==> config.mk <==
export PLATFORM = sky130hd
export DESIGN_NAME = csacal_top
export DESIGN_NICKNAME = d
export VERILOG_FILES = /design/src/pkg/csacal_pkg.sv /design/src/pkg/csacal_auto_if.sv /design/src/hdl/csacal_top.sv /design/src/hdl/csacal_autocal.sv /design/src/hdl/csacal_amp_path.sv
export SDC_FILE = /design/constraint.sdc
export NUM_CORES = 1
export LEC_CHECK = 0
export BUFFER_PORTS_ARGS = -buffer_cell sky130_fd_sc_hd__buf_2
export CAP_MARGIN = 25
export CORE_ASPECT_RATIO = 0.8
export CORE_MARGIN = 4
export CORE_UTILIZATION = 50
export DETAILED_ROUTE_END_ITERATION = 7
export GPL_TIMING_DRIVEN = 0
export PLACE_DENSITY = 0.86
export SETUP_SLACK_MARGIN = 0.15
export SLEW_MARGIN = 20
export SYNTH_ARGS = -nofsm -noshare
export SYNTH_HDL_FRONTEND = slang
export SYNTH_HIERARCHICAL = 1
export SYNTH_SLANG_ARGS = --single-unit
==> constraint.sdc <==
create_clock -name mclk -period 2.42 [get_ports mclk]
set_input_delay 0.121 -clock mclk [delete_from_list [all_inputs] [get_ports mclk]]
set_output_delay 0.121 -clock mclk [all_outputs]
set_load 0.01 [all_outputs]
==> src/pkg/csacal_pkg.sv <==
// constants, types and register map of the current sense amplifier calibration control
package csacal_pkg;
    localparam int          NUM_AMPS        = 3;
    localparam int          AXI_ADDR_W      = 8;
    localparam logic [7:0]  OFF_CTRL        = 8'h00;
    localparam logic [7:0]  OFF_CALREQ      = 8'h04;
    localparam logic [7:0]  OFF_STATUS      = 8'h08;
    localparam int          CTRL_GAIN_LSB   = 0;
    localparam int          CTRL_UNIDIR_BIT = 2;
    localparam int          CTRL_CALMODE_BIT = 3;
    localparam int          CTRL_FET_BIT    = 4;
    localparam int          CTRL_LSREF_BIT  = 5;
    localparam int          STAT_BUSY_BIT   = 0;
    localparam int          STAT_PUDONE_BIT = 1;
    localparam int          STAT_INCAL_LSB  = 2;
    localparam int          STAT_PIN_BIT    = 5;
    localparam int          STAT_GAIN_LSB   = 6;
    localparam int          STAT_HW_BIT     = 8;
    localparam logic [1:0]  RESP_OKAY       = 2'h0;
    localparam logic [1:0]  RESP_SLVERR     = 2'h2;
    localparam logic [2:0]  CALREQ_RESET    = 3'h0;
    localparam logic        UNIDIR_RESET    = 1'b0;
    localparam logic        CALMODE_RESET   = 1'b0;
    localparam logic        FET_RESET       = 1'b0;
    localparam logic        LSREF_RESET     = 1'b0;
    localparam int          CLK_PERIOD_PS   = 4000;
    localparam int          AUTOCAL_TIME_US = 50;
    // longest time: rounds down to whole cycles
    localparam int          AUTOCAL_CYCLES  = (AUTOCAL_TIME_US * 1000000) / CLK_PERIOD_PS;
    localparam int          AUTOCAL_CNT_W   = 16;

    typedef enum logic [1:0] {
        CSACAL_GAIN_5  = 2'h0,
        CSACAL_GAIN_10 = 2'h1,
        CSACAL_GAIN_20 = 2'h2,
        CSACAL_GAIN_40 = 2'h3
    } csacal_gain_e;

    localparam csacal_gain_e GAIN_RESET = CSACAL_GAIN_5;
    localparam csacal_gain_e GAIN_MAX   = CSACAL_GAIN_40;

    typedef enum logic [1:0] {
        CSACAL_AC_IDLE = 2'b01,
        CSACAL_AC_RUN  = 2'b10
    } csacal_acst_e;
endpackage

==> src/pkg/csacal_auto_if.sv <==
// handshake between the control logic and the auto calibration timer
`timescale 1ns/1ps
interface csacal_auto_if;
    logic start;
    logic busy;
    logic done;
    modport ctrl  (output start, input busy, input done);
    modport timer (input start, output busy, output done);
endinterface

==> src/hdl/csacal_top.sv <==
// current sense amplifier gain, reference, calibration and drain sense control with AXI4-Lite registers
//
// Decided for this implementation: the register offsets and the AXI4-Lite slave port.
`timescale 1ns/1ps
module csacal_top
    import csacal_pkg::*;
#(
    parameter int ADDR_W         = AXI_ADDR_W,
    parameter int AUTOCAL_LEN    = AUTOCAL_CYCLES,
    parameter bit HW_VARIANT     = 1'b0
) (
    input  wire logic                 mclk,
    input  wire logic                 rst_n,
    input  wire logic [ADDR_W-1:0]    s_axi_awaddr,
    input  wire logic                 s_axi_awvalid,
    output logic                      s_axi_awready,
    input  wire logic [31:0]          s_axi_wdata,
    input  wire logic [3:0]           s_axi_wstrb,
    input  wire logic                 s_axi_wvalid,
    output logic                      s_axi_wready,
    output logic [1:0]                s_axi_bresp,
    output logic                      s_axi_bvalid,
    input  wire logic                 s_axi_bready,
    input  wire logic [ADDR_W-1:0]    s_axi_araddr,
    input  wire logic                 s_axi_arvalid,
    output logic                      s_axi_arready,
    output logic [31:0]               s_axi_rdata,
    output logic [1:0]                s_axi_rresp,
    output logic                      s_axi_rvalid,
    input  wire logic                 s_axi_rready,
    input  wire logic                 calPin,
    input  wire logic                 vrefReady,
    input  wire logic [NUM_AMPS-1:0]  lowsideOn,
    input  wire logic [NUM_AMPS-1:0]  gateDriveWindow,
    output logic [1:0]                ampGain,
    output logic                      unidirMode,
    output logic                      lowsideMonitorRefSelect,
    output logic [NUM_AMPS-1:0]       ampInShort,
    output logic [NUM_AMPS-1:0]       shuntDisconnect,
    output logic [NUM_AMPS-1:0]       lowsideDrainConnect,
    output logic [NUM_AMPS-1:0]       ampEnable,
    output logic [NUM_AMPS-1:0]       ampOutValid,
    output logic                      trimStore,
    output logic                      autoCalBusy
);
    csacal_gain_e           ampGainCfg_q;
    logic                   unidirCfg_q;
    logic                   calMode_q;
    logic                   fetDropSenseEnable_q;
    logic                   lowsideRefCfg_q;
    logic [NUM_AMPS-1:0]    ampCalRequest_q;
    logic [1:0]             calPinSync_q;
    logic [1:0]             vrefSync_q;
    logic                   calPinLvl;
    logic                   vrefOk;
    logic                   powerupPending_q;
    logic                   powerupDone_q;
    logic                   trigLvl;
    logic                   trigLvl_q;
    logic                   autoMode;
    logic [NUM_AMPS-1:0]    manualCal;
    logic                   awHeld_q;
    logic                   wHeld_q;
    logic [ADDR_W-1:0]      awAddr_q;
    logic [31:0]            wData_q;
    logic [3:0]             wStrb_q;
    logic                   bvalid_q;
    logic [1:0]             bresp_q;
    logic                   rvalid_q;
    logic [1:0]             rresp_q;
    logic [31:0]            rdata_q;
    logic                   doWrite;
    logic                   wrHit;
    logic [31:0]            readWord;
    logic                   rdHit;
    logic [31:0]            statusWord;

    csacal_auto_if ac ();

    // pins from outside the clock domain: the first stage is read only by the second
    always_ff @(posedge mclk or negedge rst_n) begin
        if (!rst_n) begin
            calPinSync_q <= 2'h0;
            vrefSync_q   <= 2'h0;
        end else begin
            calPinSync_q <= {calPinSync_q[0], calPin};
            vrefSync_q   <= {vrefSync_q[0], vrefReady};
        end
    end

    assign calPinLvl = calPinSync_q[1];
    assign vrefOk    = vrefSync_q[1];

    // the hardware variant ignores the request bits; after power-up it calibrates only manually, from the pin
    assign autoMode = calMode_q && !HW_VARIANT;
    assign trigLvl  = calPinLvl || (|ampCalRequest_q && !HW_VARIANT);
    assign manualCal = autoMode ? '0 :
                       ({NUM_AMPS{calPinLvl}} | (HW_VARIANT ? '0 : ampCalRequest_q));

    always_ff @(posedge mclk or negedge rst_n) begin
        if (!rst_n) begin
            trigLvl_q <= 1'b0;
        end else begin
            trigLvl_q <= trigLvl;
        end
    end

    // power-up routine waits for the reference; a run-time request that lands mid-routine is dropped
    assign ac.start = !ac.busy && ((powerupPending_q && vrefOk) ||
                                   (autoMode && trigLvl && !trigLvl_q));

    always_ff @(posedge mclk or negedge rst_n) begin
        if (!rst_n) begin
            powerupPending_q <= 1'b1;
            powerupDone_q    <= 1'b0;
        end else begin
            if (ac.start && powerupPending_q && vrefOk) begin
                powerupPending_q <= 1'b0;
            end
            if (ac.done && !powerupPending_q) begin
                powerupDone_q <= 1'b1;
            end
        end
    end

    csacal_autocal #(
        .CYCLES (AUTOCAL_LEN)
    ) u_autocal (
        .mclk  (mclk),
        .rst_n (rst_n),
        .ac    (ac)
    );

    assign autoCalBusy = ac.busy;

    // global analog steering: gain and unidirectional mode follow busy one cycle late; the reference select ignores the routine
    always_ff @(posedge mclk or negedge rst_n) begin
        if (!rst_n) begin
            ampGain                 <= GAIN_RESET;
            unidirMode              <= UNIDIR_RESET;
            lowsideMonitorRefSelect <= LSREF_RESET;
            trimStore               <= 1'b0;
        end else begin
            ampGain                 <= ac.busy ? GAIN_MAX : ampGainCfg_q;
            unidirMode              <= unidirCfg_q && !ac.busy;
            lowsideMonitorRefSelect <= fetDropSenseEnable_q || lowsideRefCfg_q;
            trimStore               <= ac.done;
        end
    end

    for (genvar i = 0; i < NUM_AMPS; i++) begin : g_amp
        csacal_amp_path u_amp (
            .mclk                (mclk),
            .rst_n               (rst_n),
            .manualCal           (manualCal[i]),
            .autoBusy            (ac.busy),
            .fetDropSenseEnable  (fetDropSenseEnable_q),
            .lowsideOn           (lowsideOn[i]),
            .gateDriveWindow     (gateDriveWindow[i]),
            .ampInShort          (ampInShort[i]),
            .shuntDisconnect     (shuntDisconnect[i]),
            .lowsideDrainConnect (lowsideDrainConnect[i]),
            .ampEnable           (ampEnable[i]),
            .ampOutValid         (ampOutValid[i])
        );
    end

    // write channel: address and data taken in either order, answered once both are held
    assign s_axi_awready = !awHeld_q && !bvalid_q;
    assign s_axi_wready  = !wHeld_q && !bvalid_q;
    assign s_axi_bvalid  = bvalid_q;
    assign s_axi_bresp   = bresp_q;
    assign doWrite       = awHeld_q && wHeld_q && !bvalid_q;
    assign wrHit         = (awAddr_q[ADDR_W-1:2] == OFF_CTRL[ADDR_W-1:2]) ||
                           (awAddr_q[ADDR_W-1:2] == OFF_CALREQ[ADDR_W-1:2]) ||
                           (awAddr_q[ADDR_W-1:2] == OFF_STATUS[ADDR_W-1:2]);

    always_ff @(posedge mclk or negedge rst_n) begin
        if (!rst_n) begin
            awHeld_q <= 1'b0;
            wHeld_q  <= 1'b0;
            awAddr_q <= '0;
            wData_q  <= 32'h0;
            wStrb_q  <= 4'h0;
            bvalid_q <= 1'b0;
            bresp_q  <= RESP_OKAY;
        end else begin
            if (s_axi_awvalid && s_axi_awready) begin
                awHeld_q <= 1'b1;
                awAddr_q <= s_axi_awaddr;
            end
            if (s_axi_wvalid && s_axi_wready) begin
                wHeld_q <= 1'b1;
                wData_q <= s_axi_wdata;
                wStrb_q <= s_axi_wstrb;
            end
            if (doWrite) begin
                awHeld_q <= 1'b0;
                wHeld_q  <= 1'b0;
                bvalid_q <= 1'b1;
                bresp_q  <= wrHit ? RESP_OKAY : RESP_SLVERR;
            end else if (bvalid_q && s_axi_bready) begin
                bvalid_q <= 1'b0;
            end
        end
    end

    // configuration lives in byte lane 0; status is read-only and ignores writes
    always_ff @(posedge mclk or negedge rst_n) begin
        if (!rst_n) begin
            ampGainCfg_q         <= GAIN_RESET;
            unidirCfg_q          <= UNIDIR_RESET;
            calMode_q            <= CALMODE_RESET;
            fetDropSenseEnable_q <= FET_RESET;
            lowsideRefCfg_q      <= LSREF_RESET;
        end else if (doWrite && wStrb_q[0] && (awAddr_q[ADDR_W-1:2] == OFF_CTRL[ADDR_W-1:2])) begin
            ampGainCfg_q         <= csacal_gain_e'(wData_q[CTRL_GAIN_LSB +: 2]);
            unidirCfg_q          <= wData_q[CTRL_UNIDIR_BIT];
            calMode_q            <= wData_q[CTRL_CALMODE_BIT];
            fetDropSenseEnable_q <= wData_q[CTRL_FET_BIT];
            lowsideRefCfg_q      <= wData_q[CTRL_LSREF_BIT];
        end
    end

    // requests are taken at any moment, busy or not; gate drive never waits on them
    always_ff @(posedge mclk or negedge rst_n) begin
        if (!rst_n) begin
            ampCalRequest_q <= CALREQ_RESET;
        end else if (doWrite && wStrb_q[0] && (awAddr_q[ADDR_W-1:2] == OFF_CALREQ[ADDR_W-1:2])) begin
            ampCalRequest_q <= wData_q[NUM_AMPS-1:0];
        end
    end

    // read channel: one cycle from address to data
    assign s_axi_arready = !rvalid_q;
    assign s_axi_rvalid  = rvalid_q;
    assign s_axi_rresp   = rresp_q;
    assign s_axi_rdata   = rdata_q;

    always_comb begin
        statusWord                                   = 32'h0;
        statusWord[STAT_BUSY_BIT]                    = ac.busy;
        statusWord[STAT_PUDONE_BIT]                  = powerupDone_q;
        statusWord[STAT_INCAL_LSB +: NUM_AMPS]       = manualCal | {NUM_AMPS{ac.busy}};
        statusWord[STAT_PIN_BIT]                     = calPinLvl;
        statusWord[STAT_GAIN_LSB +: 2]               = ampGain;
        statusWord[STAT_HW_BIT]                      = HW_VARIANT;
    end

    always_comb begin
        readWord = 32'h0;
        rdHit    = 1'b1;
        if (s_axi_araddr[ADDR_W-1:2] == OFF_CTRL[ADDR_W-1:2]) begin
            readWord[CTRL_GAIN_LSB +: 2]  = ampGainCfg_q;
            readWord[CTRL_UNIDIR_BIT]     = unidirCfg_q;
            readWord[CTRL_CALMODE_BIT]    = calMode_q;
            readWord[CTRL_FET_BIT]        = fetDropSenseEnable_q;
            readWord[CTRL_LSREF_BIT]      = lowsideRefCfg_q;
        end else if (s_axi_araddr[ADDR_W-1:2] == OFF_CALREQ[ADDR_W-1:2]) begin
            readWord[NUM_AMPS-1:0] = ampCalRequest_q;
        end else if (s_axi_araddr[ADDR_W-1:2] == OFF_STATUS[ADDR_W-1:2]) begin
            readWord = statusWord;
        end else begin
            rdHit = 1'b0;
        end
    end

    always_ff @(posedge mclk or negedge rst_n) begin
        if (!rst_n) begin
            rvalid_q <= 1'b0;
            rresp_q  <= RESP_OKAY;
            rdata_q  <= 32'h0;
        end else if (s_axi_arvalid && s_axi_arready) begin
            rvalid_q <= 1'b1;
            rresp_q  <= rdHit ? RESP_OKAY : RESP_SLVERR;
            rdata_q  <= readWord;
        end else if (rvalid_q && s_axi_rready) begin
            rvalid_q <= 1'b0;
        end
    end

    a_gain_forced: assert property (@(posedge mclk) disable iff (!rst_n)
        ac.busy |=> ampGain == GAIN_MAX) else $error("gain not forced to maximum");
    a_gain_restore: assert property (@(posedge mclk) disable iff (!rst_n)
        (!ac.busy && $past(!ac.busy)) |-> ampGain == $past(ampGainCfg_q)) else $error("programmed gain not applied");
    a_unidir_suspend: assert property (@(posedge mclk) disable iff (!rst_n)
        ac.busy |=> !unidirMode) else $error("unidirectional kept during routine");
    a_unidir_restore: assert property (@(posedge mclk) disable iff (!rst_n)
        (!ac.busy && unidirCfg_q) |=> unidirMode) else $error("unidirectional mode not restored");
    a_single_amp: assert property (@(posedge mclk) disable iff (!rst_n)
        (!ac.busy && !autoMode && !calPinLvl && !HW_VARIANT && ampCalRequest_q == 3'h1 && !fetDropSenseEnable_q)
        |=> shuntDisconnect == 3'h1) else $error("request did not isolate one amplifier");
    a_pin_all: assert property (@(posedge mclk) disable iff (!rst_n)
        (calPinLvl && !autoMode) |=> (ampInShort == 3'h7 && shuntDisconnect == 3'h7)) else $error("pin did not short all");
    a_powerup_start: assert property (@(posedge mclk) disable iff (!rst_n)
        (powerupPending_q && vrefOk && !ac.busy) |=> ac.busy ##1 !powerupPending_q) else $error("power-up calibration late");
    a_cal_type: assert property (@(posedge mclk) disable iff (!rst_n)
        (autoMode && trigLvl && !trigLvl_q && !ac.busy) |=> (ac.busy && manualCal == '0)) else $error("auto mode not run");
    a_trim_store: assert property (@(posedge mclk) disable iff (!rst_n)
        $fell(ac.busy) |-> trimStore ##1 !trimStore) else $error("trim not stored at end");
    a_req_taken: assert property (@(posedge mclk) disable iff (!rst_n)
        (doWrite && awAddr_q[ADDR_W-1:2] == OFF_CALREQ[ADDR_W-1:2]) |=> (bvalid_q && bresp_q == RESP_OKAY))
        else $error("calibration request refused");
    a_fet_ref: assert property (@(posedge mclk) disable iff (!rst_n)
        fetDropSenseEnable_q |=> lowsideMonitorRefSelect) else $error("monitor reference not forced");
    a_fet_window: assert property (@(posedge mclk) disable iff (!rst_n)
        (fetDropSenseEnable_q && gateDriveWindow[0]) |=> (!ampOutValid[0] && !lowsideDrainConnect[0]))
        else $error("output valid inside drive window");
    a_fet_off_short: assert property (@(posedge mclk) disable iff (!rst_n)
        (fetDropSenseEnable_q && !lowsideOn[1]) |=> ampInShort[1]) else $error("inputs not shorted while off");
endmodule

==> src/hdl/csacal_autocal.sv <==
// auto calibration routine timer
`timescale 1ns/1ps
module csacal_autocal
    import csacal_pkg::*;
#(
    parameter int CYCLES = AUTOCAL_CYCLES
) (
    input  wire logic   mclk,
    input  wire logic   rst_n,
    csacal_auto_if.timer ac
);
    csacal_acst_e              state_q;
    logic [AUTOCAL_CNT_W-1:0]  cnt_q;
    logic [AUTOCAL_CNT_W-1:0]  busyCnt_q;

    // start while running is ignored: the routine is never stretched
    assign ac.busy = (state_q == CSACAL_AC_RUN);
    assign ac.done = ac.busy && (cnt_q == AUTOCAL_CNT_W'(CYCLES - 1));

    always_ff @(posedge mclk or negedge rst_n) begin
        if (!rst_n) begin
            state_q <= CSACAL_AC_IDLE;
            cnt_q   <= '0;
        end else begin
            case (state_q)
                CSACAL_AC_IDLE: begin
                    cnt_q <= '0;
                    if (ac.start) begin
                        state_q <= CSACAL_AC_RUN;
                    end
                end
                CSACAL_AC_RUN: begin
                    cnt_q <= cnt_q + 1'b1;
                    if (ac.done) begin
                        state_q <= CSACAL_AC_IDLE;
                    end
                end
                default: state_q <= CSACAL_AC_IDLE;
            endcase
        end
    end

    always_ff @(posedge mclk or negedge rst_n) begin
        if (!rst_n) begin
            busyCnt_q <= '0;
        end else begin
            busyCnt_q <= ac.busy ? busyCnt_q + 1'b1 : '0;
        end
    end

    a_routine_length: assert property (@(posedge mclk) disable iff (!rst_n)
        busyCnt_q <= AUTOCAL_CNT_W'(CYCLES)) else $error("auto calibration exceeds its time");
    a_routine_full: assert property (@(posedge mclk) disable iff (!rst_n)
        $fell(ac.busy) |-> $past(busyCnt_q) == AUTOCAL_CNT_W'(CYCLES - 1)) else $error("auto calibration ended early");
endmodule

==> src/hdl/csacal_amp_path.sv <==
// input switching and output qualification of one sense amplifier
`timescale 1ns/1ps
module csacal_amp_path (
    input  wire logic mclk,
    input  wire logic rst_n,
    input  wire logic manualCal,
    input  wire logic autoBusy,
    input  wire logic fetDropSenseEnable,
    input  wire logic lowsideOn,
    input  wire logic gateDriveWindow,
    output logic      ampInShort,
    output logic      shuntDisconnect,
    output logic      lowsideDrainConnect,
    output logic      ampEnable,
    output logic      ampOutValid
);
    logic calActive;
    logic enD;

    assign calActive = manualCal || autoBusy;
    // drain sense: amplifier only wakes after the drive window, when the drain settles
    assign enD = fetDropSenseEnable ? (lowsideOn && !gateDriveWindow) : 1'b1;

    always_ff @(posedge mclk or negedge rst_n) begin
        if (!rst_n) begin
            ampInShort          <= 1'b0;
            shuntDisconnect     <= 1'b0;
            lowsideDrainConnect <= 1'b0;
            ampEnable           <= 1'b0;
            ampOutValid         <= 1'b0;
        end else begin
            ampInShort          <= calActive || (fetDropSenseEnable && !lowsideOn);
            shuntDisconnect     <= calActive || fetDropSenseEnable;
            lowsideDrainConnect <= fetDropSenseEnable && enD && !calActive;
            ampEnable           <= enD;
            ampOutValid         <= enD && !calActive;
        end
    end
endmodule

== Word level (Yosys, flattened, before mapping) ==
Index checks and enable logic that the tools add are counted.

* Add/subtract/negate cells: 1
* Equality and inequality tests: 9
* Multiplexer cells: 27
* Bitwise operators: 2
* Reductions and logical operators: 75

{| class="wikitable"
|+ Operator list
! operator !! count
|-
| $logic_and A1 B1 Y1 || 36
|-
| $pmux W16 S2 || 1
|-
| $mux W26 || 1
|-
| $add A16 B1 Y16 const B || 1
|-
| $eq A16 B14 Y1 const B || 1
|-
| $logic_not A1 Y1 || 16
|-
| $logic_or A1 B1 Y1 || 14
|-
| $mux W1 || 14
|-
| $eq A6 B1 Y1 const B || 2
|-
| $eq A6 B2 Y1 const B || 2
|-
| $logic_not A6 Y1 || 2
|-
| $mux W2 || 5
|-
| $reduce_bool A2 Y1 || 5
|-
| $mux W8 || 1
|-
| $mux W3 || 2
|-
| $mux W6 || 1
|-
| $or A3 B3 Y3 || 2
|-
| $mux W5 || 1
|-
| $pmux W2 S2 || 1
|-
| $reduce_or A3 Y1 || 1
|-
| $eq A2 B1 Y1 const B || 1
|-
| $eq A2 B2 Y1 const B || 1
|-
| $ne A2 B1 Y1 const B || 1
|-
| $ne A2 B2 Y1 const B || 1
|-
| $reduce_and A2 Y1 || 1
|}

* Register bits after elaboration: 109
* Output and inout port bits: 62
* Logic and storage cells: 156

== Depth between registers and ports, before layout ==
Gate-level depths: netlist of run 1.

* Depth after elaboration: 8
* Mapped depth: 7
* Depth with buffers taken out: 6

== By module ==
Netlist of run 1, hierarchy kept.

{| class="wikitable"
|+ By module, submodules not included
! module !! instances !! cells each !! area each (sq um) !! seq. area each (sq um)
|-
| csacal_top || 1 || 180 || 2097.0 || 1202.4
|-
| csacal_autocal || 1 || 102 || 983.4 || 451.7
|-
| csacal_amp_path || 3 || 13 || 171.4 || 125.1
|}

== Worst setup path after synthesis of run 1 ==
No wires, ideal clock.

* Path kind: reg-to-reg
* From: reg u_autocal.state_q[0]
* To: reg u_autocal.cnt_q[14]
* Setup time: 0.078 ns
* Arrival: 1.967 ns
* Data required time: 2.342 ns
* Slack: 0.375 ns
* Cell stages (with the launch flop): 8
* Period minus slack after synthesis: 2.045 ns
* Cells stage by stage: dfstp_2 > inv_1 > ha_1 > buf_4 > and3b_1 > nand3_1 > or4_1 > a21oi_1

* Cells in the longest elaborated chain, start to end: 2
* Elaborated cells on any way between the ends: 4

{| class="wikitable"
|+ Ends and longest elaborated chain
! item !! RTL line !! text
|-
| start, declared || csacal_autocal.sv:12 || <nowiki>csacal_acst_e state_q;</nowiki>
|-
| start signal, assigned || csacal_autocal.sv:22 || <nowiki>state_q <= CSACAL_AC_IDLE;</nowiki>
|-
| start signal, assigned || csacal_autocal.sv:29 || <nowiki>state_q <= CSACAL_AC_RUN;</nowiki>
|-
| start signal, assigned || csacal_autocal.sv:35 || <nowiki>state_q <= CSACAL_AC_IDLE;</nowiki>
|-
| $eq A2 B2 Y1 or $eq A2 B1 Y1 (tied branches) || csacal_autocal.sv:25 || <nowiki>case (state_q)</nowiki>
|-
| $pmux W16 S2 or $reduce_bool A2 Y1 (tied branches) || - ||
|-
| end signal, assigned || csacal_autocal.sv:33 || <nowiki>cnt_q <= cnt_q + 1'b1;</nowiki>
|-
| end, declared || csacal_autocal.sv:13 || <nowiki>logic [AUTOCAL_CNT_W-1:0] cnt_q;</nowiki>
|}

Several ways; a longest one is shown, not always the timed one.
A chain may end at the register's enable or synchronous reset.

== Worst setup path after layout of run 1 ==
Ends and elaborated chain as after synthesis.

==> results by group, run 1 <==
Cells and area
  • Final Core Density: 0.654
  • Nets: 514
  • Area growth, synth to finish: 26.1%
  • # diodes: 0
  • Layout cell share with drive strength beyond 1: 0.348

Synthesis
  • Seq/Total Area, Yosys: 0.565
  • Mapped Cells: 321
  • Avg Cell Area, Syn: about 11 um^2
  • Netlist Area Pre-Place: around 0.0036 mm^2
  • #FFs+latches synth: roughly 80
  • Post-synth EDFFs: 0
  • Top FF cell, synth: dfrtp_1
  • Syn. warnings: 6
  • Yosys cell types: 49
  • Post-synth ARST share: 1.00

Power
  • Int Power: approximately 2.7 mW
  • Sw Ratio: 0.325
  • P per Cell Area: 892 mW/mm^2
  • Reg power frac: 0.483
  • Clock power share: 0.232
  • Tot Pwr: 4.04 mW
  • Comb pwr share: 0.284
  • Worst VDD drop: 0.000622 V
  • Leakage: 2.28 nW
  • Switching pwr: between 1 and 1.5 mW

Setup path
  • CP arrival: 2.41 ns
  • Critical Path Start: u_autocal/state_q[0]
  • Reg-to-Reg Start: u_autocal/state_q[0]
  • Worst Path Max Fanout: 10
  • CP endpoint kind: register
  • Setup CP Type: register to register
  • R2R cell count: 7
  • Crit path launch type: register
  • Critical path data required time: 2.68 ns

Floorplan
  • Die width: 103 um
  • Die footprint: 0.00862 mm^2
  • Starting Density: 0.519
  • Vert. Die Dim: 83.8 um
  • # IOs: 129
  • CORE AREA: around 0.0069 mm^2
  • Row count: 27

Hold path
  • HP Start: s_axi_awaddr[3]
  • Hold Path Depth: 2
  • Hold Path Class: input pin to register

Timing
  • Setup violations, final: 0
  • Clk_skew: 0.0136 ns
  • Fin crit period: 2.15 ns
  • Final-report hold violation count: 0
  • Slew headroom: 0.419
  • Maximum operating frequency: about 470 MHz
  • Fin crit share: 0.887
  • RSZ-0062 raised after global routing: false
  • Measured slew at the worst slew-check pin: ~0.87 ns
  • Pins Over Slew Limit: 0
  • Sum Neg Setup Slack: 0 ns

Global route
  • Global Route Usage Sum: 0.190
  • Initial antenna violation count: 0
  • GR Overflow Total: 0
  • Vias in the first global route: 2723
  • First-pass GRT wire length: 12900 um
  • Largest net degree at the start of global routing: 50

Clocking
  • Clock sinks: between 80 and 90
  • TritonCTS Buffers: 9
  • CTS max path bufs: 2
  • CTS tree: built
  • Insertion delay of the later-clocked pin in the worst-skew pair: roughly 0.35 ns
  • Clock H-tree levels: 3
  • CTS root buffer: clkbuf_8
  • Clock transition at the registers of the reported paths: 0.08 ns

Placement
  • Post-DP HPWL: 5570 um
  • Number of buffers added on ports: 69
  • GP Congestion: approximately 0.78

Detailed routing
  • Starting DRC count in detailed routing: a little under 100
  • Vias/cell: about 5.1
  • DRC: 0
  • Vias: 2711
  • Post-DRT Antenna Nets: 0
  • Pre-Repair DR Iteration Count: 4
  • Final wirelength: 7780 um
  • WL per Instance: 14.5 um

Run
  • Max_cap viols: 0

Status
  • Status: finished, final reports clean
-- path summary, 6_finish.rpt --
| check | endpoint | slack [ns] |
|---|---|---|
| worst min register to register | calPinSync_q[1] | 0.36 |
| max in group asynchronous | u_autocal/state_q[0] | 1.53 |
| worst max register to register | u_autocal/cnt_q[14] | 0.27 |
| worst max-delay path | u_autocal/cnt_q[14] | 0.27 |
| worst min-delay path | awAddr_q[3] | 0.02 |
| min in group asynchronous | g_amp[0].u_amp/shuntDisconnect | 0.25 |
-- per-layer routing --
layer	wire (um)	global-route usage	up-vias
li1	-	-	1299
met1	3240	0.251	1289
met2	3820	0.304	113
met3	616	0.0518	10
met4	102	0.0565	0
met5	0	0	-
-- logic make-up after synthesis --
group           count (synthesis)  synth area share
buf+inv                        46            0.0769
mux                            22            0.0689
flops                          81             0.565
fa+ha+maj                       3            0.0104
compound gates                 50            0.0891
simple gates                  111             0.172
other cells                     1           0.00104
xor+xnor                        7            0.0171
-- worst max-delay path, stage by stage (launching register included) --
cell and delay (ns):
dfstp_2 0.54, inv_1 0.05, ha_1 0.31, buf_4 0.18, and3b_2 0.27, nand3_2 0.11
or4_1 0.48, a21oi_1 0.13
-- cells in the final DEF, fill, tap and decap left out, types with 4 or more instances in the layout --
cell type	n
or4_1	5
clkbuf_8	9
dlygate4sd3_1	16
clkbuf_1	5
dfrtp_1	79
nand2b_1	8
conb_1	26
xnor2_1	4
nand3_1	5
nor4_2	4
inv_1	10
a21o_1	6
mux2_2	22
buf_4	29
buf_2	70
nand2_1	24
nor2_1	34
o21ai_0	15
a21oi_1	11
o31ai_1	4
-- cell usage after synthesis (all sizes together), types with 6 or more instances --
| master | instances | area share |
|---|---|---|
| or4 | 6 | 0.014 |
| nand2 | 24 | 0.025 |
| o21ai | 16 | 0.023 |
| dfrtp | 79 | 0.55 |
| a21o | 6 | 0.013 |
| inv | 13 | 0.014 |
| nor2 | 34 | 0.036 |
| mux2 | 22 | 0.069 |
| a21oi | 11 | 0.015 |
| nand2b | 8 | 0.014 |
| buf | 29 | 0.059 |
| nand3 | 7 | 0.011 |
| nor4 | 6 | 0.017 |
-- power by group through the flow --
stage / Sequential, mW / Clock (mW) / Combinational [mW]
2_1_floorplan: 1.99 / 0 / 0.688
3_3_place_gp: 1.96 / 0 / 1.07
3_5_place_dp: 1.98 / 0 / 1.13
4_1_cts: 1.96 / 0.957 / 1.16
5_1_grt: 2.00 / 1.01 / 1.28
6_report: 1.96 / 0.940 / 1.15
-- stage by stage --
stage	cell area (um^2)	hold WS, ns	setup WS, ns	std cells
6_report	4530	0.0193	0.273	535
5_1_grt	4530	0.000360	0.173	535
4_1_cts	4520	0.00430	0.185	534
3_5_place_dp	4170	0.0917	0.193	503
3_3_place_gp	4140	0.233	0.278	502
2_1_floorplan	3690	-0.175	0.375	346
-- sequential cells by signal (all words and copies together), names as in the netlist, 2 cells and up --
register and flops:
u_autocal/cnt_q 16, ampGainCfg_q 2, ampGain 2, g_amp.u_amp/lowsideDrainConnect 3
g_amp.u_amp/ampOutValid 3, g_amp.u_amp/shuntDisconnect 3, vrefSync_q 2, wData_q 6
ampCalRequest_q 3, u_autocal/state_q 2, s_axi_rdata 8, calPinSync_q 2
awAddr_q 6, g_amp.u_amp/ampEnable 3, g_amp.u_amp/ampInShort 3
-- area by class of cell --
type | instances | area (um^2)
Inverter | 13 | 48.8
Clock inverter | 5 | 57.6
Clock buffer | 10 | 128
Sequential cell | 81 | 2030
Buffer | 33 | 228
Fill cell | 549 | 2390
Tap cell | 87 | 109
Multi-Input combinational cell | 219 | 1390
Timing Repair Buffer | 87 | 543
-- timing repair --
action	in CTS	in global routing
endpoints found under the hold margin	47	0
hold buffers	16	0
endpoints found under the setup margin	0	1
setup buffers	0	1
resized for setup	0	2
Power figures use the tool's default switching activity.
==> run 2: changes to the inputs <==
==> constraint.sdc (replaced) <==
create_clock -name mclk -period 2.42 [get_ports mclk]
set_input_delay 0.242 -clock mclk [delete_from_list [all_inputs] [get_ports mclk]]
set_output_delay 0.242 -clock mclk [all_outputs]
set_load 0.01 [all_outputs]
==> run 2 against run 1 <==
- maximum frequency fell by 0.10%
- global-route usage fell by 0.57 points
- routed wire length fell by 3.2%
- first-iteration DRC count rose by 12%
- sequential share of layout area rose by 1.3 points
- largest power group unchanged
==> results by group, run 2 (same netlist as run 1, synthesis figures left out) <==
Status
  • Status: finished, final reports clean

Global route
  • Largest net degree at the start of global routing: 50 (unchanged)
  • Initial antenna violation count: 0 (unchanged)
  • GR Overflow Total: 0 (unchanged)
  • Global Route Usage Sum: 0.184 (-0.00566)
  • Vias in the first global route: 2659 (-2.4%)
  • First-pass GRT wire length: 12600 um (-2.8%)

Timing
  • Slew headroom: 0.421 (+0.00188)
  • Pins Over Slew Limit: 0 (unchanged)
  • Post-route setup slack: 0.271 ns (-0.00221 ns)
  • Measured slew at the worst slew-check pin: 0.869 ns (-0.00283 ns)
  • Clk_skew: 0.00873 ns (-0.00483 ns)
  • Fin crit period: 2.15 ns (+0.00221 ns)
  • Sum Neg Setup Slack: 0 ns (unchanged)
  • Maximum operating frequency: 465 MHz (-0.10%)
  • RSZ-0062 raised after global routing: false
  • Fin crit share: 0.888 (+0.000912)
  • Final-report hold violation count: 0 (unchanged)
  • Setup violations, final: 0 (unchanged)

Detailed routing
  • Vias/cell: 5.07 (+0.15%)
  • Pre-Repair DR Iteration Count: 4 (unchanged)
  • Vias: 2649 (-2.3%)
  • Starting DRC count in detailed routing: 110 (+12%)
  • DRC: 0 (unchanged)
  • Final wirelength: 7530 um (-3.2%)
  • WL per Instance: 14.4 um (-0.76%)
  • Post-DRT Antenna Nets: 0 (unchanged)

Placement
  • Post-DP HPWL: 5570 um (unchanged)
  • DP Worst Slack: 0.193 ns (unchanged)
  • GP Congestion: 0.775 (unchanged)
  • Number of buffers added on ports: 69 (unchanged)
  • Dpl cells: 503 (unchanged)

Floorplan
  • Die width: 103 um (unchanged)
  • Starting Density: 0.519 (unchanged)
  • CORE AREA: 0.00693 mm^2 (unchanged)
  • # IOs: 129 (unchanged)
  • Row count: 27 (unchanged)
  • Die footprint: 0.00862 mm^2 (unchanged)
  • Vert. Die Dim: 83.8 um (unchanged)

Run
  • Max_cap viols: 0 (unchanged)

Setup path
  • CP endpoint kind: register
  • WP buf/inv: 2 (unchanged)
  • Crit path launch type: register
  • Worst path slowest cell: dfstp_2
  • Setup CP Type: register to register
  • Critical path data required time: 2.68 ns (about the same)
  • Cell family with most CP delay: simple AND/OR/NAND/NOR gates
  • CP arrival: 2.41 ns (about the same)
  • Worst Path Max Fanout: 10 (unchanged)
  • Crit path largest cell delay: 0.54 ns (about the same)
  • Worst-path cell chain: inv_1 > ha_1 > buf_4 > and3b_2 > nand3_2 > or4_1 > a21oi_1

Cells and area
  • Fin cells: 522 (-2.4%)
  • Final-layout fill cell count: 574 (+4.6%)
  • Nets: 501 (-2.5%)
  • Most frequent cells in the layout: dfrtp_1 (79), buf_2 (70), nor2_1 (34), buf_4 (29), conb_1 (26)
  • Layout cell share with drive strength beyond 1: 0.359 (+0.0104)
  • Largest register FFs: 16 (unchanged)
  • Most flop-heavy register: u_autocal/cnt_q
  • # diodes: 0 (unchanged)
  • Most common cell after layout, fill and taps aside: dfrtp_1
  • Area growth, synth to finish: 22.5%

Clocking
  • Clock sinks: 81 (unchanged)
  • CTS root buffer: clkbuf_8
  • Clock H-tree levels: 3 (unchanged)
  • CTS max path bufs: 2 (unchanged)
  • Clock transition at the registers of the reported paths: 0.08 ns (about the same)
  • CTS tree: built
  • TritonCTS Buffers: 9 (unchanged)
  • Insertion delay of the later-clocked pin in the worst-skew pair: 0.34 ns (about the same)

Power
  • Leakage: 2.22 nW (-2.4%)
  • Worst VDD drop: 0.000614 V (-1.2%)
  • P per Cell Area: 915 mW/mm^2 (+2.5%)

Hold path
  • Hold Path Class: input pin to register
[run 2: metal layers]
layer,vias up,track usage,part of all wire
met2,96,0.288,0.48
met1,1266,0.247,0.43
met5,-,0,0
met4,0,0.0600,0.019
met3,11,0.0501,0.078
li1,1276,-,-
[run 2: worst reg2reg max path, stage by stage (launching register included)]
cell and delay (ns):
dfstp_2 0.54, inv_1 0.05, ha_1 0.31, buf_4 0.18, and3b_2 0.27, nand3_2 0.11
or4_1 0.48, a21oi_1 0.14
[run 2: cell type report]
type / count / area [um^2] / share of cell area
tap: 87 / 109 / 0.0247
clock inverter: 5 / 57.6 / 0.0131
sequential: 81 / 2030 / 0.461
clock buffer: 10 / 128 / 0.0290
buffer: 33 / 228 / 0.0517
timing repair buffer: 74 / 413 / 0.0938
inverter: 13 / 48.8 / 0.0111
multi-input combinational: 219 / 1390 / 0.316
[run 2: repair_timing]
item / 4_1_cts / 5_1_grt
hold buffers: 3 / 0
setup endpoints to repair: 0 / 1
gates resized for setup: 0 / 2
endpoints found under the hold margin: 34 / 0
buffers inserted: 0 / 1
[run 2: through the flow]
step	hold slack, ns	utilization	area [um^2]	power (mW)
2_1_floorplan	-0.0536	-	3690	2.67
3_3_place_gp	0.337	0.598	4140	3.03
3_5_place_dp	0.213	0.603	4170	3.11
4_1_cts	0.0605	0.634	4390	4.06
5_1_grt	0.0567	0.636	4400	4.28
6_report	0.0727	0.636	4400	4.03
[run 2: path summary, 6_finish.rpt]
kind                                 startpoint  depth (start not counted)  slack (ns)                             end
setup reg to reg           u_autocal/state_q[0]                          7        0.27             u_autocal/cnt_q[14]
hold reg to reg                 calPinSync_q[0]                          0        0.35                 calPinSync_q[1]
setup / recovery           u_autocal/state_q[0]                          7        0.27             u_autocal/cnt_q[14]
max in group asynchronous                 rst_n                          3        1.40            u_autocal/state_q[0]
min in group asynchronous                 rst_n                          2        0.38  g_amp[0].u_amp/shuntDisconnect
hold / removal                     s_axi_bready                          2        0.07                    s_axi_bvalid
[run 2: power breakdown]
group	switching [mW]	total, mW	internal, mW
clock network	0.466	0.935	0.469
logic	0.604	1.13	0.531
registers	0.242	1.96	1.72
==> run 3: changes to the inputs <==
--- a/config.mk
+++ b/config.mk
@@ -8,11 +8,11 @@
 export BUFFER_PORTS_ARGS = -buffer_cell sky130_fd_sc_hd__buf_2
 export CAP_MARGIN = 25
 export CORE_ASPECT_RATIO = 0.8
-export CORE_MARGIN = 4
-export CORE_UTILIZATION = 50
+export CORE_MARGIN = 1.5
+export CORE_UTILIZATION = 53
 export DETAILED_ROUTE_END_ITERATION = 7
 export GPL_TIMING_DRIVEN = 0
-export PLACE_DENSITY = 0.86
+export PLACE_DENSITY = 0.9
 export SETUP_SLACK_MARGIN = 0.15
 export SLEW_MARGIN = 20
 export SYNTH_ARGS = -nofsm -noshare
==> constraint.sdc (replaced) <==
create_clock -name mclk -period 2.5 [get_ports mclk]
set_input_delay 0.25 -clock mclk [delete_from_list [all_inputs] [get_ports mclk]]
set_output_delay 0.25 -clock mclk [all_outputs]
set_load 0.01 [all_outputs]
==> run 3 against run 2 <==
- combinational power is essentially flat
- power shrank 2.1%
- setup slack gained 0.030 ns
- worst hold slack lost 0.0060 ns
- utilization grew 4.4 points
- critical path type unchanged
==> results by group, run 3 (same netlist as run 1, synthesis figures left out) <==
Floorplan
  • Starting Density: 0.555 (+0.0362)
  • # IOs: 129 (unchanged)
  • Die width: 95.1 um (-7.5%)
  • CORE AREA: 0.00647 mm^2 (-6.5%)
  • Vert. Die Dim: 76.7 um (-8.6%)
  • Row count: 26 (-3.7%)
  • Die footprint: 0.00729 mm^2 (-15%)

Timing
  • Measured slew at the worst slew-check pin: 0.828 ns (-0.0403 ns)
  • Pins Over Slew Limit: 0 (unchanged)
  • Maximum operating frequency: 455 MHz (-2.3%)
  • Fin crit period: 2.20 ns (+0.0496 ns)
  • Setup violations, final: 0 (unchanged)
  • RSZ-0062 raised after global routing: false
  • Hold slack: 0.0666 ns (-0.00605 ns)
  • Slew headroom: 0.448 (+0.0269)
  • Sum Neg Setup Slack: 0 ns (unchanged)
  • Final-report hold violation count: 0 (unchanged)
  • Clk_skew: 0.00535 ns (-0.00338 ns)
  • Fin crit share: 0.880 (-0.00860)

Cells and area
  • # diodes: 0 (unchanged)
  • Most frequent cells in the layout: dfrtp_1 (79), buf_2 (70), nor2_1 (34), buf_4 (28), conb_1 (26)
  • Most flop-heavy register: u_autocal/cnt_q
  • Layout cell share with drive strength beyond 1: 0.359 (unchanged)
  • Final-layout fill cell count: 485 (-16%)
  • Nets: 500 (-0.20%)
  • Most common cell after layout, fill and taps aside: dfrtp_1
  • Area growth, synth to finish: 22.5% (unchanged)
  • Largest register FFs: 16 (unchanged)

Detailed routing
  • Starting DRC count in detailed routing: 109 (-0.91%)
  • WL per Instance: 14.2 um (-1.4%)
  • DRC: 0 (unchanged)
  • Vias: 2635 (-0.53%)
  • Vias/cell: 5.08 (about the same)
  • Pre-Repair DR Iteration Count: 4 (unchanged)
  • Post-DRT Antenna Nets: 0 (unchanged)
  • Final wirelength: 7380 um (-2.0%)

Global route
  • Initial antenna violation count: 0 (unchanged)
  • Vias in the first global route: 2662 (+0.11%)
  • First-pass GRT wire length: 12300 um (-2.1%)
  • Largest net degree at the start of global routing: 48 (-4.0%)
  • Global Route Usage Sum: 0.221 (+0.0365)
  • GR Overflow Total: 0 (unchanged)

Clocking
  • Clock H-tree levels: 3 (unchanged)
  • Clock sinks: 81 (unchanged)
  • CTS root buffer: clkbuf_8
  • CTS max path bufs: 2 (unchanged)
  • Clock transition at the registers of the reported paths: 0.08 ns (about the same)
  • TritonCTS Buffers: 9 (unchanged)
  • CTS tree: built
  • Insertion delay of the later-clocked pin in the worst-skew pair: 0.35 ns (about the same)
  • Setup bufs post-CTS: 0 (unchanged)

Power
  • Worst VDD drop: 0.000571 V (-7.0%)
  • P per Cell Area: 895 mW/mm^2 (-2.1%)
  • Leakage: 2.23 nW (+0.25%)

Setup path
  • Worst Path Max Fanout: 10 (unchanged)
  • R2R Setup Slk: 0.30 ns (+0.03 ns)
  • Worst path slowest cell: dfstp_2
  • CP endpoint kind: register
  • CP arrival: 2.48 ns (+0.07 ns)
  • Setup CP Type: register to register
  • R2R Path End: u_autocal/cnt_q[14]
  • Crit path launch type: register
  • Reg-to-Reg Start: u_autocal/state_q[0]
  • Worst-path cell chain: inv_1 > ha_1 > buf_4 > and3b_2 > nand3_2 > or4_1 > a21oi_1
  • Critical path data required time: 2.78 ns (+0.10 ns)
  • R2R cell count: 7 (unchanged)
  • Crit path largest cell delay: 0.56 ns (+0.02 ns)

Placement
  • Post-DP HPWL: 5260 um (-5.5%)
  • GP Congestion: 0.840 (+8.4%)
  • Number of buffers added on ports: 69 (unchanged)

Run
  • Max_cap viols: 0 (unchanged)

Hold path
  • Hold Path Depth: 2 (unchanged)
  • Hold Path Class: input pin to register
  • Hold endpoint: s_axi_bvalid
  • HP Start: s_axi_bready

Status
  • Status: finished, final reports clean
-- run 3: cell types whose count changed in the layout (fill, tap and decap cells not counted), sizes merged --
cell	before	now
buf	100	99
clkbuf	14	15
clkinv	1	2
clkinvlp	3	2
-- run 3: final cells by class --
cell class              instances  area, um^2  area share
plain buffers                  33         228      0.0517
clock buffers                  11         141      0.0321
clock inverters                 5        55.1      0.0125
inverters                      13        48.8      0.0111
multi-input cells             219        1390       0.316
flip-flops and latches         81        2030       0.461
well taps                      84         105      0.0239
repair buffers                 73         405      0.0921
-- run 3: per-layer routing --
metal / track usage / up-vias / routed length [um]
li1: - / 1275 / -
met5: 0 / - / 0
met4: 0.0910 / 0 / 156
met1: 0.277 / 1233 / 3200
met2: 0.338 / 111 / 3510
met3: 0.0853 / 16 / 522
-- run 3: where the power goes --
| part | leakage, nW | switching (mW) | total, mW | internal [mW] |
|---|---|---|---|---|
| clock network | 0.0953 | 0.456 | 0.941 | 0.485 |
| registers | 1.03 | 0.240 | 1.90 | 1.66 |
| logic | 1.10 | 0.586 | 1.10 | 0.513 |
| total | 2.23 | 1.28 | 3.94 | 2.66 |
-- run 3: repair_timing --
action / in CTS / in global routing
hold endpoints to repair: 36 / 0
endpoints found under the setup margin: 0 / 1
hold buffers: 3 / 0
gates resized for setup: 0 / 2
-- run 3: worst max path at each step --
stage / endpoint / startpoint / slack [ns] / cells past startpoint
after global placement: u_autocal/cnt_q[14] / u_autocal/state_q[0] / 0.35 / 7
final: u_autocal/cnt_q[14] / u_autocal/state_q[0] / 0.30 / 7
after floorplan: u_autocal/cnt_q[14] / u_autocal/state_q[0] / 0.46 / 7
after CTS: u_autocal/cnt_q[14] / u_autocal/state_q[0] / 0.23 / 7
after detailed placement: u_autocal/cnt_q[14] / u_autocal/state_q[0] / 0.26 / 7
after global routing: u_autocal/cnt_q[14] / u_autocal/state_q[0] / 0.19 / 7
-- run 3: per-stage QoR --
| step | worst slack [ns] | instances | power (mW) | util | cell area (um^2) |
|---|---|---|---|---|---|
| 2_1_floorplan | 0.455 | 346 | 2.59 | - | 3690 |
| 6_report | 0.301 | 519 | 3.94 | 0.680 | 4400 |
| 4_1_cts | 0.229 | 519 | 3.97 | 0.679 | 4400 |
| 5_1_grt | 0.190 | 519 | 4.19 | 0.680 | 4400 |
| 3_5_place_dp | 0.262 | 500 | 3.01 | 0.644 | 4170 |
| 3_3_place_gp | 0.354 | 499 | 2.92 | 0.639 | 4140 |
-- run 3: worst max-delay path: cells and delay by family (launching register included) --
family,cells,cell delay (ns)
adders and majority gates,1,0.31
buffers and inverters,2,0.23
AOI/OAI and AO/OA,1,0.15
DFF,1,0.56
and+or+nand+nor,3,0.89
